## src/shared/blsd_regs.svh

```systemverilog
// Constants of the byte link codec: symbols, widths, timing counts
`ifndef BLSD_REGS_SVH
`define BLSD_REGS_SVH

`define BLSD_CLK_PERIOD_NS   10
`define BLSD_BYTE_PERIOD_NS  100
`define BLSD_BYTE_CYCLES     (`BLSD_BYTE_PERIOD_NS / `BLSD_CLK_PERIOD_NS)

`define BLSD_SYM_W           10
`define BLSD_NIB_W           5
`define BLSD_DATA_W          8
`define BLSD_CMD_W           4
`define BLSD_WORD_W          12
`define BLSD_CNT_W           4
`define BLSD_CNT_LAST        4'h9
`define BLSD_CNT_HALF        4'h5
`define BLSD_FIFO_DEPTH      16

`define BLSD_MODE_8BIT       2'h0
`define BLSD_CMD_NONE        4'h0
`define BLSD_CMD_QUIET       4'hF

`define BLSD_SYM_Q           5'h00
`define BLSD_SYM_H           5'h04
`define BLSD_SYM_I           5'h1F
`define BLSD_SYM_T           5'h0D
`define BLSD_SYM_R           5'h07
`define BLSD_SYM_S           5'h19
`define BLSD_SYM_J           5'h18
`define BLSD_SYM_K           5'h11
`define BLSD_SYNC            10'h311

`endif

```

## src/shared/blsd_pkg.sv

```systemverilog
// Types of the byte link codec
package blsd_pkg;
`include "blsd_regs.svh"

   typedef struct packed {
      logic                      strbPrev;
      logic                      hold0V;
      logic                      hold1V;
      logic [`BLSD_WORD_W-1:0]   hold0;
      logic [`BLSD_WORD_W-1:0]   hold1;
      logic                      ackOut;
      logic [`BLSD_CNT_W-1:0]    txCnt;
      logic [`BLSD_SYM_W-1:0]    txShift;
      logic                      txLine;
      logic                      byteClk;
      logic                      rxPrev;
      logic [`BLSD_SYM_W-1:0]    rxShift;
      logic [`BLSD_CNT_W-1:0]    rxCnt;
      logic                      framed;
      logic [`BLSD_DATA_W-1:0]   rxData;
      logic [`BLSD_CMD_W-1:0]    rxCmd;
      logic                      dStrobe;
      logic                      cStrobe;
      logic                      viol;
   } blsd_state_s;

endpackage : blsd_pkg

```

## src/core/blsd_codec.sv

```systemverilog
// Byte link transmitter and receiver with a FIFO between input buffer and serializer
`timescale 1ns/10ps
`include "blsd_regs.svh"

module blsd_fifo #(
   parameter int WIDTH = `BLSD_WORD_W,
   parameter int DEPTH = `BLSD_FIFO_DEPTH
) (
   input  wire logic             ref_clk,
   input  wire logic             rst_n,
   input  wire logic             inValid,
   output logic                  inReady,
   input  wire logic [WIDTH-1:0] inData,
   output logic                  outValid,
   input  wire logic             outReady,
   output logic [WIDTH-1:0]      outData
);
   localparam int AW = $clog2(DEPTH);
   localparam logic [AW:0] FULL = (AW+1)'(DEPTH);

   typedef struct packed {
      logic [DEPTH-1:0][WIDTH-1:0] mem;
      logic [AW-1:0]               wr;
      logic [AW-1:0]               rd;
      logic [AW:0]                 cnt;
      logic                        inRdy;
   } blsd_fifo_s;

   localparam blsd_fifo_s RST = '{mem: '0, wr: '0, rd: '0, cnt: '0, inRdy: 1'b1};

   blsd_fifo_s s;
   blsd_fifo_s n;
   logic       push;
   logic       pop;

   // Depth must be a power of two so the pointers wrap by themselves
   always_comb begin
      n = s;
      push = inValid & s.inRdy;
      pop = outReady & (s.cnt != '0);
      if (push) begin
         n.mem[s.wr] = inData;
         n.wr = s.wr + 1'b1;
      end
      if (pop) begin
         n.rd = s.rd + 1'b1;
      end
      unique case ({push, pop})
         2'b10: n.cnt = s.cnt + 1'b1;
         2'b01: n.cnt = s.cnt - 1'b1;
         default: n.cnt = s.cnt;
      endcase
      n.inRdy = (n.cnt != FULL);
   end

   always_ff @(posedge ref_clk or negedge rst_n) begin
      if (!rst_n) begin
         s <= RST;
      end else begin
         s <= n;
      end
   end

   assign inReady = s.inRdy;
   assign outValid = (s.cnt != '0);
   assign outData = s.mem[s.rd];
endmodule : blsd_fifo

module blsd_codec (
   input  wire logic                    ref_clk,
   input  wire logic                    rst_n,
   input  wire logic                    dataStrobeIn,
   input  wire logic [`BLSD_DATA_W-1:0] txDataIn,
   input  wire logic [`BLSD_CMD_W-1:0]  txCmdIn,
   output logic                         txAck,
   output logic                         serialLineOut,
   output logic                         byteClockOut,
   input  wire logic                    serialLineIn,
   input  wire logic [1:0]              rxMode,
   output logic [`BLSD_DATA_W-1:0]      rxDataOut,
   output logic [`BLSD_CMD_W-1:0]       rxCmdOut,
   output logic                         dataStrobeOut,
   output logic                         commandStrobeOut,
   output logic                         violationFlag
);
   blsd_pkg::blsd_state_s s;
   blsd_pkg::blsd_state_s n;

   logic                      rise;
   logic                      load;
   logic                      txBit;
   logic                      rxBit;
   logic                      syncHit;
   logic                      groupEnd;
   logic [`BLSD_SYM_W-1:0]    sym;
   logic [`BLSD_SYM_W-1:0]    rxGroup;
   logic [`BLSD_WORD_W-1:0]   inWord;
   logic                      fifoInReady;
   logic                      fifoOutValid;
   logic [`BLSD_WORD_W-1:0]   fifoOutData;
   logic [4:0]                hiDec;
   logic [4:0]                loDec;
   logic [4:0]                cmdDec;

   // Data nibble code; no code leaves more than three bit times without a transition
   function automatic logic [4:0] enc5(input logic [3:0] nib);
      unique case (nib)
         4'h0: return 5'h1E;
         4'h1: return 5'h09;
         4'h2: return 5'h14;
         4'h3: return 5'h15;
         4'h4: return 5'h0A;
         4'h5: return 5'h0B;
         4'h6: return 5'h0E;
         4'h7: return 5'h0F;
         4'h8: return 5'h12;
         4'h9: return 5'h13;
         4'hA: return 5'h16;
         4'hB: return 5'h17;
         4'hC: return 5'h1A;
         4'hD: return 5'h1B;
         4'hE: return 5'h1C;
         4'hF: return 5'h1D;
      endcase
   endfunction : enc5

   function automatic logic [4:0] dec5(input logic [4:0] code);
      logic [4:0] r;
      r = 5'h00;
      for (int i = 0; i < 16; i++) begin
         if (enc5(4'(i)) == code) begin
            r = {1'b1, 4'(i)};
         end
      end
      return r;
   endfunction : dec5

   // Command pairs; A and D are the halt/quiet pairs, 8 is halt/halt, F is all quiet
   function automatic logic [`BLSD_SYM_W-1:0] cmdSym(input logic [3:0] c);
      unique case (c)
         4'h1: return {`BLSD_SYM_I, `BLSD_SYM_T};
         4'h2: return {`BLSD_SYM_I, `BLSD_SYM_R};
         4'h3: return {`BLSD_SYM_I, `BLSD_SYM_S};
         4'h4: return {`BLSD_SYM_T, `BLSD_SYM_I};
         4'h5: return {`BLSD_SYM_T, `BLSD_SYM_T};
         4'h6: return {`BLSD_SYM_T, `BLSD_SYM_R};
         4'h7: return {`BLSD_SYM_T, `BLSD_SYM_S};
         4'h8: return {`BLSD_SYM_H, `BLSD_SYM_H};
         4'h9: return {`BLSD_SYM_R, `BLSD_SYM_I};
         4'hA: return {`BLSD_SYM_H, `BLSD_SYM_Q};
         4'hB: return {`BLSD_SYM_R, `BLSD_SYM_T};
         4'hC: return {`BLSD_SYM_R, `BLSD_SYM_R};
         4'hD: return {`BLSD_SYM_Q, `BLSD_SYM_H};
         4'hE: return {`BLSD_SYM_R, `BLSD_SYM_S};
         4'hF: return {`BLSD_SYM_Q, `BLSD_SYM_Q};
         4'h0: return `BLSD_SYNC;
      endcase
   endfunction : cmdSym

   function automatic logic [4:0] cmdFind(input logic [`BLSD_SYM_W-1:0] g);
      logic [4:0] r;
      r = 5'h00;
      for (int i = 1; i < 16; i++) begin
         if (cmdSym(4'(i)) == g) begin
            r = {1'b1, 4'(i)};
         end
      end
      return r;
   endfunction : cmdFind

   // Sixteen words decouple strobe bursts from the fixed slot rate
   blsd_fifo #(
      .WIDTH (`BLSD_WORD_W),
      .DEPTH (`BLSD_FIFO_DEPTH)
   ) u_fifo (
      .ref_clk  (ref_clk),
      .rst_n    (rst_n),
      .inValid  (s.hold0V),
      .inReady  (fifoInReady),
      .inData   (s.hold0),
      .outValid (fifoOutValid),
      .outReady (load),
      .outData  (fifoOutData)
   );

   always_comb begin
      n = s;
      inWord = {txCmdIn, txDataIn};
      rise = dataStrobeIn & ~s.strbPrev;
      n.strbPrev = dataStrobeIn;
      // Input buffer: holding stage drains into the FIFO, extra stage moves up
      if (s.hold0V && fifoInReady) begin
         n.hold0V = s.hold1V;
         n.hold0 = s.hold1;
         n.hold1V = 1'b0;
      end
      if (rise) begin
         if (!n.hold0V) begin
            n.hold0V = 1'b1;
            n.hold0 = inWord;
         end else if (!n.hold1V) begin
            n.hold1V = 1'b1;
            n.hold1 = inWord;
         end
      end
      // Acknowledge drops once both stages are taken
      n.ackOut = ~(n.hold0V & n.hold1V);

      // Serializer, one bit per clock, ten bits per slot
      load = (s.txCnt == `BLSD_CNT_LAST);
      sym = `BLSD_SYNC;
      if (fifoOutValid) begin
         if (fifoOutData[11:8] != `BLSD_CMD_NONE) begin
            sym = cmdSym(fifoOutData[11:8]);
         end else begin
            sym = {enc5(fifoOutData[7:4]), enc5(fifoOutData[3:0])};
         end
      end
      txBit = load ? sym[`BLSD_SYM_W-1] : s.txShift[`BLSD_SYM_W-1];
      n.txShift = load ? {sym[8:0], 1'b0} : {s.txShift[8:0], 1'b0};
      // A one toggles the line, so an all-zero pair leaves it at whatever level it had
      n.txLine = s.txLine ^ txBit;
      n.txCnt = load ? '0 : s.txCnt + 4'h1;
      n.byteClk = (n.txCnt < `BLSD_CNT_HALF);

      // Receiver
      rxBit = serialLineIn ^ s.rxPrev;
      n.rxPrev = serialLineIn;
      rxGroup = {s.rxShift[8:0], rxBit};
      n.rxShift = rxGroup;
      syncHit = (rxGroup == `BLSD_SYNC);
      groupEnd = (s.rxCnt == `BLSD_CNT_LAST) && !syncHit;
      hiDec = dec5(rxGroup[9:5]);
      loDec = dec5(rxGroup[4:0]);
      cmdDec = cmdFind(rxGroup);
      n.dStrobe = 1'b0;
      n.cStrobe = 1'b0;
      if (syncHit) begin
         n.rxCnt = '0;
         n.framed = 1'b1;
         n.viol = 1'b0;
      end else begin
         n.rxCnt = groupEnd ? '0 : s.rxCnt + 4'h1;
      end
      // Without framing a line-state pair may sit at any bit offset, so nothing is decoded
      if (groupEnd && s.framed) begin
         // Each group stands alone; repeated line-state pairs are not counted
         n.viol = 1'b0;
         if (hiDec[4] && loDec[4]) begin
            n.dStrobe = 1'b1;
            n.rxData = {hiDec[3:0], loDec[3:0]};
         end else if (cmdDec[4] && (cmdDec[3:0] != `BLSD_CMD_QUIET)) begin
            n.cStrobe = 1'b1;
            n.rxCmd = cmdDec[3:0];
         end else if (cmdDec[4]) begin
            n.cStrobe = 1'b1;
            n.rxCmd = `BLSD_CMD_QUIET;
            n.viol = (rxMode != `BLSD_MODE_8BIT);
         end else begin
            n.viol = 1'b1;
         end
      end
   end

   always_ff @(posedge ref_clk or negedge rst_n) begin
      if (!rst_n) begin
         s <= '0;
      end else begin
         s <= n;
      end
   end

   assign txAck = s.ackOut;
   assign serialLineOut = s.txLine;
   assign byteClockOut = s.byteClk;
   assign rxDataOut = s.rxData;
   assign rxCmdOut = s.rxCmd;
   assign dataStrobeOut = s.dStrobe;
   assign commandStrobeOut = s.cStrobe;
   assign violationFlag = s.viol;
endmodule : blsd_codec

```

## config.mk

```make
export PLATFORM = sky130hd
export DESIGN_NAME = blsd_codec
export DESIGN_NICKNAME = d
export VERILOG_FILES = /design/src/shared/blsd_pkg.sv /design/src/core/blsd_codec.sv
export VERILOG_INCLUDE_DIRS = /design/src /design/src/shared
export SDC_FILE = /design/constraint.sdc
export NUM_CORES = 1
export LEC_CHECK = 0
export ABC_CLOCK_PERIOD_IN_PS = 3400
export BUFFER_PORTS_ARGS = -buffer_cell sky130_fd_sc_hd__clkbuf_2
export CAP_MARGIN = 15
export CELL_PAD_IN_SITES_DETAIL_PLACEMENT = 0
export CELL_PAD_IN_SITES_GLOBAL_PLACEMENT = 1
export CORE_MARGIN = 5
export CORE_UTILIZATION = 47
export CTS_CLUSTER_SIZE = 16
export DETAILED_ROUTE_END_ITERATION = 7
export PLACE_DENSITY_LB_ADDON = 0.1
export SLEW_MARGIN = 20
export SYNTH_ARGS = -nofsm -noshare
export SYNTH_HDL_FRONTEND = slang
export SYNTH_SLANG_ARGS = --single-unit
```

## constraint.sdc

```tcl
create_clock -name ref_clk -period 3.4 [get_ports ref_clk]
set_clock_uncertainty 0.2 [all_clocks]
set_input_delay 0.34 -clock ref_clk [delete_from_list [all_inputs] [get_ports ref_clk]]
set_output_delay 0.34 -clock ref_clk [all_outputs]
set_load 0.05 [all_outputs]
```

Word level (Yosys, flattened, before mapping)
Memory sizes are Yosys's and may differ from the RTL's.
Index checks and enable logic that the tools add are counted.

cells by class
  bitwise operators = 10
  equality and inequality tests = 53
  add/sub/neg operators = 6
  multiplexer cells = 76
  reductions and logical operators = 16
  $lt $le $gt $ge = 4

operators with widths
  operator              count
  $mux 5                47
  $bwmux 192            1
  $eq 5x5->1 const A    22
  $eq 8x10->1 const A   6
  $mux 12               5
  $eq 4x5->1 const A    10
  $bmux 12 s4           1
  $demux 12 s4          1
  $eq 9x10->1 const A   4
  $eq 10x10->1 const A  3
  $mux 10               3
  $mux 26               1
  $mux 4                5
  $add 4x1->4 const B   4
  $mux 14               1
  $eq 10x10->1 const B  1
  $eq 3x10->1 const A   1
  $logic_not 10->1      1
  $lt 4x5->1 const B    2
  $pmux 5 s2            1
  $eq 4x4->1 const B    2
  $mux 1                8
  $logic_and 1x1->1     6
  $reduce_and 3->1      2
  other kinds (18)      27

word-level totals
  bits in registers = 280
  output and inout port bits = 18
  ROM bits = 320
  memories kept = 3

memory list
  name              words  width  rd ports  clocked after Yosys merged registers in  wr ports  line               text
  (name not given)  16     10     1         0                                        0         blsd_codec.sv:140  unique case (c)
  (name not given)  16     5      1         0                                        0         blsd_codec.sv:107  unique case (nib)
  (name not given)  16     5      1         0                                        0         blsd_codec.sv:107

Logic depth before layout (Yosys ltp)
Gate-level depths: netlist of run 1.

  word-level depth = 22
  gate-level depth with buffers = 14
  gate-level depth less buffers = 13

Hierarchy
A second synthesis of run 1 with hierarchy kept.

second synthesis, totals
  cell total of the unflattened synthesis = 1023
  area, all modules = 13523.0 sq um

modules (own cells, without submodules)
  module      sequential area each (sq um)  cells each  area an instance (sq um)  times used
  blsd_fifo   5156.2                        611         9499.1                    1
  blsd_codec  1826.8                        412         4023.9                    1

Worst setup path after synthesis of run 1
No wires, ideal clock.

  path type = register to register
  from = register u_fifo.s, in the netlist u_fifo.inReady
  to = register u_fifo.s, in the netlist u_fifo.inReady
  path slack = -0.129 ns
  arrival time = 3.246 ns
  setup time = 0.083 ns
  clock period less this slack = 3.529 ns
  stages on the path, launching flop included = 14
  data required time = 3.117 ns
  path through = dfstp_2 -> and2_1 -> clkbuf_1 -> buf_1 -> buf_1 -> inv_1 -> ha_1 -> ha_1 -> a21o_1 -> a21oi_1 -> xnor2_1 -> mux2_2 -> nor4_1 -> nand2_1

RTL lines
  what                    line              text
  start, declared         blsd_codec.sv:31  blsd_fifo_s s;
  start signal, assigned  blsd_codec.sv:60  s <= n;

==> metrics.md, run 1 <==
| Metric | Value |
|---|---|
| DP HPWL | `19700 um` |
| Initial DRC Count | `437` |
| Worst hold path type | `in2reg` |
| Via count | `7977` |
| Root buf cell | `clkbuf_16` |
| ANT cells | `0` |
| Slew Limit Fails | `0` |
| FMAX | `322 MHz` |
| Switching Fraction | `33.4%` |
| Syn Nets | `slightly above 1000` |
| Worst-skew pair later-pin latency | `0.55 ns` |
| Crit. End Element | `flip-flop` |
| Min cycle time layout | `3.11 ns` |
| Largest net degree at the start of global routing | `83` |
| WL met3 | `1310 um` |
| Synthesized area | `13200 um^2` |
| Crit Path Class | `reg2reg` |
| IO buf count | `35` |
| Largest cells by area after synthesis | `dfrtp_1, mux2_2, mux4_2, nand2_1, ha_1` |
| Vias per cell | `5.54` |
| WL met1 | `14700 um` |
| Switch Pwr | `4.59 mW` |
| Comb pwr share | `between 30% and 40%` |
| Asr flop ratio synth | `100%` |
| TritonCTS clock tree | `done` |
| GPL Wtd Cong | `0.824` |
| Die Footprint | `31600 um^2` |
| Core area | `27800 um^2` |
| Worst Max-Slew Pin Slew | `roughly 0.7 ns` |
| Final hold vios | `0` |
| Placed inst area | `around 14000 um^2` |
| Tot Pwr | `13.7 mW` |
| Worst hold slack | `0.0748 ns` |
| Boundary Pins | `36` |
| CTS max path bufs | `3` |
| Post-CTS sizing | `0` |
| Clock Power Share | `22.9%` |
| Startpoint types | `flip-flop` |
| Ys Warns | `0` |
| P&R area growth vs syn | `13.4%` |
| Final-layout fill cell count | `between 2000 and 2500` |
| Max VDD drop | `457 uV` |
| Die height | `178 um` |
| Avg Cell Area, Syn | `13.3 um^2` |
| Mapped Cells | `a little under 1000` |
| Avg WL per Cell | `~21 um` |
| Number of cell rows | `61` |
| Remaining DRCs | `0` |
| P_int | `between 9 and 10 mW` |
| Final Instance Area | `15000 um^2` |
| DRT antenna net count | `0` |
| Sequential share of the synthesized area | `52.7%` |
| Worst hold path startpoint | `rxMode[0]` |
| Fin crit share | `91.5%` |
| Clock sink count | `279` |
| Worst slew margin | `53.8%` |
| Critical Path AT | `between 3 and 4 ns` |
| Endpoints failing setup | `0` |
| Top cell type's share of synthesized area | `52.5%` |
| Met2 wire len | `13500 um` |
| Post-synth EDFFs | `0` |
| H-tree depth | `1` |
| Finished Layout Cells | `1439` |
| Seq pwr share | `between 30 and 40%` |
| Worst R2R Start | `u_fifo.s[6]` |
| Vias in the first global route | `8464` |
| Cell taking the most area after synthesis | `dfrtp_1` |
| CP Launch Point | `u_fifo.s[6]` |
| Global Route Usage Sum | `20.0%` |
| Fin nets | `1078` |
| WL final | `30100 um` |
| Total Neg Setup Slack | `0 ns` |
| Maxcap violations | `0` |
| First-pass GRT wire length | `49200 um` |
| Drt first pass iters | `5` |
| Distinct cells, synth | `71` |
| Total grt overflow | `0` |
| Status | `finished clean` |
| Clock transition at the registers of the reported paths | `approximately 0.06 ns` |
| Layout cells sized above 1 | `a little under two fifths` |
| Cts bufs inserted | `31` |
| Placed Cells | `1372` |
| Starting density of the core | `a little under half` |
| Post-synthesis register bit count | `around 280` |
| Worst EP required | `3.62 ns` |
| Die width | `178 um` |
| Pwr/cell area | `915 nW/um^2` |
| P_leak | `about 6.9 nW` |
| CP Max Fanout | `36` |
| RSZ-0062 raised after global routing | `no` |
| Initial antenna violation count | `0` |
| Post-synth top flop | `dfrtp_1` |
| DR top layer | `met4` |
-- what timing repair did --
item / in CTS / in global routing
endpoints found under the setup margin: 0 / 0
buffers inserted: 0 / 0
hold buffers: 15 / 0
endpoints found under the hold margin: 107 / 0
-- metrics by stage --
step	util [%]	setup slack, ns
after floorplan	-	0.0442
after global placement	50.1	0.311
after detailed placement	50.1	0.270
after CTS	54.1	0.258
after global routing	54.1	0.0435
final	54.1	0.290
-- sequential cells by signal (all words and copies together) (netlist names) --
signal / cells
u_fifo.inReady: 1
u_fifo.s: 205
n: 9
txAck: 1
dataStrobeOut: 1
rxDataOut: 8
rxCmdOut: 4
violationFlag: 1
s: 46
serialLineOut: 1
commandStrobeOut: 1
byteClockOut: 1
-- layout by cell type, fill, tap and decap left out, types with 4 or more instances in the layout --
master / instances
nor2b_1: 4
mux4_2: 48
mux2_2: 212
mux2i_1: 19
nor2_1: 33
a211oi_1: 6
clkinv_2: 6
nand2_1: 69
and3_1: 5
a22oi_1: 14
buf_4: 40
clkbuf_2: 34
inv_1: 21
nand4_1: 7
dfrtp_1: 276
clkbuf_16: 31
nand3_1: 15
nor3_1: 8
o31ai_1: 5
a21oi_1: 15
xnor2_1: 20
buf_12: 4
dlygate4sd3_1: 15
ha_1: 17
o21ai_0: 35
clkbuf_8: 7
clkbuf_1: 7
nand2b_1: 12
xor2_1: 6
-- final timing paths --
| path | endpoint | slack, ns | cells past startpoint |
|---|---|---|---|
| setup / recovery | s[37] | 0.29 | 7 |
| hold / removal | violationFlag | 0.07 | 5 |
| setup reg to reg | s[37] | 0.29 | 7 |
| hold reg to reg | s[39] | 0.25 | 2 |
| max in group asynchronous | u_fifo.s[43] | 1.90 | 3 |
| min in group asynchronous | u_fifo.s[5] | 0.20 | 2 |
-- routing by layer --
layer	vias up	global-route usage [%]
met1	4120	30.6
met5	-	0
met3	38	2.71
met2	124	30.4
met4	0	4.48
li1	3695	-
-- layout make-up --
| class | count | area (um^2) | area share [%] |
|---|---|---|---|
| Sequential cell | 279 | 6990 | 46.5 |
| Multi-Input combinational cell | 614 | 5800 | 38.6 |
| Clock buffer | 45 | 898 | 5.98 |
| Timing Repair Buffer | 94 | 716 | 4.77 |
| Tap cell | 378 | 473 | 3.15 |
| Inverter | 22 | 82.6 | 0.550 |
| Clock inverter | 7 | 60.1 | 0.400 |
-- synth_stat cells (all sizes together) (17+ instances only) --
| cell type | number |
|---|---|
| dfrtp | 278 |
| mux2 | 212 |
| nand2 | 70 |
| mux4 | 50 |
| clkbuf | 40 |
| buf | 38 |
| o21ai | 36 |
| nor2 | 33 |
| inv | 22 |
| mux2i | 20 |
| xnor2 | 20 |
| ha | 17 |
-- power groups by stage --
stage | Combinational [mW] | Clock (mW) | Sequential (mW)
final | 5.11 | 3.15 | 5.48
after detailed placement | 5.12 | 0 | 5.54
after CTS | 5.15 | 3.25 | 5.49
after floorplan | 4.15 | 0 | 5.06
after global placement | 5.09 | 0 | 5.51
after global routing | 5.64 | 3.38 | 5.65
-- critical path: stages, from the launching register on --
cell,delay (ns)
dfrtp_4,0.59
buf_12,0.33
mux4_2,0.55
mux2_2,0.32
mux2i_4,0.16
nand3_2,0.16
or3_1,0.40
a32o_1,0.27
-- kinds of logic after synthesis --
group                      share of synthesized area, %
adders and majority gates                          1.76
xor gates and xnor gates                           1.72
muxes                                              28.2
buffers and inverters                              3.56
AOI/OAI and AO/OA                                  5.48
DFF                                                52.7
and+or+nand+nor                                    6.58
Power figures use the tool's default switching activity.
==> run 2, diff against run 1 <==
--- a/config.mk
+++ b/config.mk
@@ -6,7 +6,7 @@
 export SDC_FILE = /design/constraint.sdc
 export NUM_CORES = 1
 export LEC_CHECK = 0
-export ABC_CLOCK_PERIOD_IN_PS = 3400
+export ABC_CLOCK_PERIOD_IN_PS = 2800
 export BUFFER_PORTS_ARGS = -buffer_cell sky130_fd_sc_hd__clkbuf_2
 export CAP_MARGIN = 15
 export CELL_PAD_IN_SITES_DETAIL_PLACEMENT = 0
==> constraint.sdc (replaced) <==
create_clock -name ref_clk -period 2.8 [get_ports ref_clk]
set_clock_uncertainty 0.2 [all_clocks]
set_input_delay 0.28 -clock ref_clk [delete_from_list [all_inputs] [get_ports ref_clk]]
set_output_delay 0.28 -clock ref_clk [all_outputs]
set_load 0.05 [all_outputs]
==> metrics.md, run 2 (same netlist as run 1, synthesis figures left out) <==
| Metric | Value |
|---|---|
| Placed inst area | `14600 um^2 (+5.0%)` |
| Worst Max-Slew Pin Slew | `0.645 ns (-0.0478 ns)` |
| Largest reg by FF count | `u_fifo.s` |
| Final hold vios | `0 (unchanged)` |
| Largest net degree at the start of global routing | `71 (-14%)` |
| P&R area growth vs syn | `21.9%` |
| FMAX | `358 MHz (+11%)` |
| Clock sink count | `279 (unchanged)` |
| Die height | `178 um (unchanged)` |
| TritonCTS clock tree | `done` |
| Die Footprint | `31600 um^2 (unchanged)` |
| Multi-input gate area | `6010 um^2 (+3.6%)` |
| Pwr/cell area | `1160 nW/um^2 (+27%)` |
| Crit Path Class | `reg2reg` |
| Worst R2R Start | `u_fifo.s[6]` |
| IO buf count | `35 (unchanged)` |
| Initial DRC Count | `414 (-5.3%)` |
| DP HPWL | `20700 um (+4.7%)` |
| Initial antenna violation count | `0 (unchanged)` |
| GPL Wtd Cong | `0.845 (+2.6%)` |
| Final Instance Area | `16100 um^2 (+7.5%)` |
| Total grt overflow | `0 (unchanged)` |
| Crit. End Element | `flip-flop` |
| H-tree depth | `1 (unchanged)` |
| Worst-skew pair later-pin latency | `0.56 ns (about the same)` |
| Endpoints failing setup | `0 (unchanged)` |
| Drt first pass iters | `5 (unchanged)` |
| Worst hold path type | `in2reg` |
| ANT cells | `0 (unchanged)` |
| Most common cell after layout, fill and taps aside | `dfrtp_1` |
| Fin crit share | `99.7% (+8.2 points)` |
| Tot Pwr | `18.7 mW (+36%)` |
| WL final | `30400 um (+1.1%)` |
| Core area | `27800 um^2 (unchanged)` |
| Maxcap violations | `0 (unchanged)` |
| CP Max Fanout | `8 (-78%)` |
| Worst reg-to-reg path cell count | `10 (+3)` |
| Starting density of the core | `47.7% (unchanged)` |
| Number of cell rows | `61 (unchanged)` |
| Die width | `178 um (unchanged)` |
| Worst hold path startpoint | `rxMode[0]` |
| Vias per cell | `5.49 (-0.96%)` |
| Vias in the first global route | `8755 (+3.4%)` |
| Boundary Pins | `36 (unchanged)` |
| Clock transition at the registers of the reported paths | `0.06 ns (about the same)` |
| Total Neg Setup Slack | `0 ns (unchanged)` |
| Status | `finished clean` |
| Most frequent cells in the layout | `dfrtp_1, mux2_2, buf_4, nand2_1, mux4_2` |
| Startpoint types | `flip-flop` |
| Max VDD drop | `686 uV (+50%)` |
| Min-Delay Endpoint | `violationFlag` |
| First-pass GRT wire length | `49700 um (+0.97%)` |
| Avg WL per Cell | `20.0 um (-4.2%)` |
| P_leak | `7.43 nW (+7.2%)` |
| Worst slew margin | `57.0% (+3.2 points)` |
| Register area | `6990 um^2 (about the same)` |
| Cts bufs inserted | `31 (unchanged)` |
| Max FFs per register | `205 (unchanged)` |
| Worst EP required | `3.03 ns (-0.59 ns)` |
| Fin nets | `1152 (+6.9%)` |
| Worst hold slack | `0.0142 ns (-0.0606 ns)` |
| Hold Path Depth | `5 (unchanged)` |
| RSZ-0062 raised after global routing | `yes` |
| Global Route Usage Sum | `19.9% (-0.050 points)` |
| CTS max path bufs | `3 (unchanged)` |
| Critical Path AT | `3.02 ns (-0.31 ns)` |
| Slew Limit Fails | `0 (unchanged)` |
| Root buf cell | `clkbuf_16` |
| RR Endpoint | `s[35]` |
| Via count | `8340 (+4.6%)` |
| Min cycle time layout | `2.79 ns (-0.320 ns)` |
| Remaining DRCs | `0 (unchanged)` |
| DRT antenna net count | `0 (unchanged)` |
| Layout cells sized above 1 | `44.8% (+7.4 points)` |
| Final-layout fill cell count | `2286 (-6.4%)` |
| R2r setup slk | `0.01 ns (-0.28 ns)` |
[run 2: cell types whose count changed in the layout (fill, tap and decap cells not counted), sizes merged]
cell      delta
buf         +73
bufinv       +5
clkinvlp     +4
clkinv       -3
inv          +2
clkbuf       -1
[run 2: area by class of cell]
type / instances / share of cell area (%)
timing repair buffer: 168 / 9.30
sequential: 279 / 43.3
clock buffer: 43 / 5.27
inverter: 22 / 0.511
multi-input combinational: 614 / 37.2
clock inverter: 15 / 1.50
tap: 378 / 2.93
[run 2: layer usage]
metal / vias to the layer above / global-route usage (%) / wire length [um]
met1: 4325 / 30.4 / 15000
met4: 0 / 4.06 / 566
met5: - / 0 / 0
met3: 39 / 2.79 / 1040
li1: 3854 / - / -
met2: 122 / 30.7 / 13800
[run 2: what timing repair did]
action	CTS	global route
endpoints found under the hold margin	197	0
resized for setup	4	26
pin swaps	7	12
hold buffers	15	0
buffers inserted	4	13
cloned	0	2
endpoints found under the setup margin	6	16
[run 2: worst max-delay path by stage]
stage                           start        endpoint  cells after the start
after global routing      u_fifo.s[3]  u_fifo.inReady                     11
after global placement    u_fifo.s[8]           s[37]                     10
after CTS                 u_fifo.s[6]           s[35]                     10
after detailed placement  u_fifo.s[8]           s[37]                     10
after floorplan           u_fifo.s[3]  u_fifo.inReady                     12
final                     u_fifo.s[6]           s[35]                     10
[run 2: power by group]
| group | internal (mW) | total, mW | leakage (nW) | switching [mW] |
|---|---|---|---|---|
| registers | 5.49 | 6.66 | 3.66 | 1.17 |
| clock network | 2.68 | 4.33 | 0.520 | 1.65 |
| logic | 4.40 | 7.72 | 3.24 | 3.32 |
| total | 12.6 | 18.7 | 7.43 | 6.14 |
[run 2: worst max-delay path: stages, from the launching register on]
cell and delay (ns):
dfrtp_4 0.51, buf_12 0.16, mux4_2 0.49, a22oi_1 0.20
nand2_1 0.11, inv_2 0.09, ha_4 0.16, inv_2 0.06
or4b_1 0.46, o221ai_1 0.09, a41oi_1 0.13
[run 2: through the flow]
stage	std cells	setup slack [ns]	utilization (%)
after CTS	1504	-0.00956	57.2
after floorplan	993	-0.0934	-
after global routing	1519	-0.135	58.1
final	1519	0.00969	58.1
after detailed placement	1427	-0.0751	52.6
after global placement	1427	-0.114	52.6
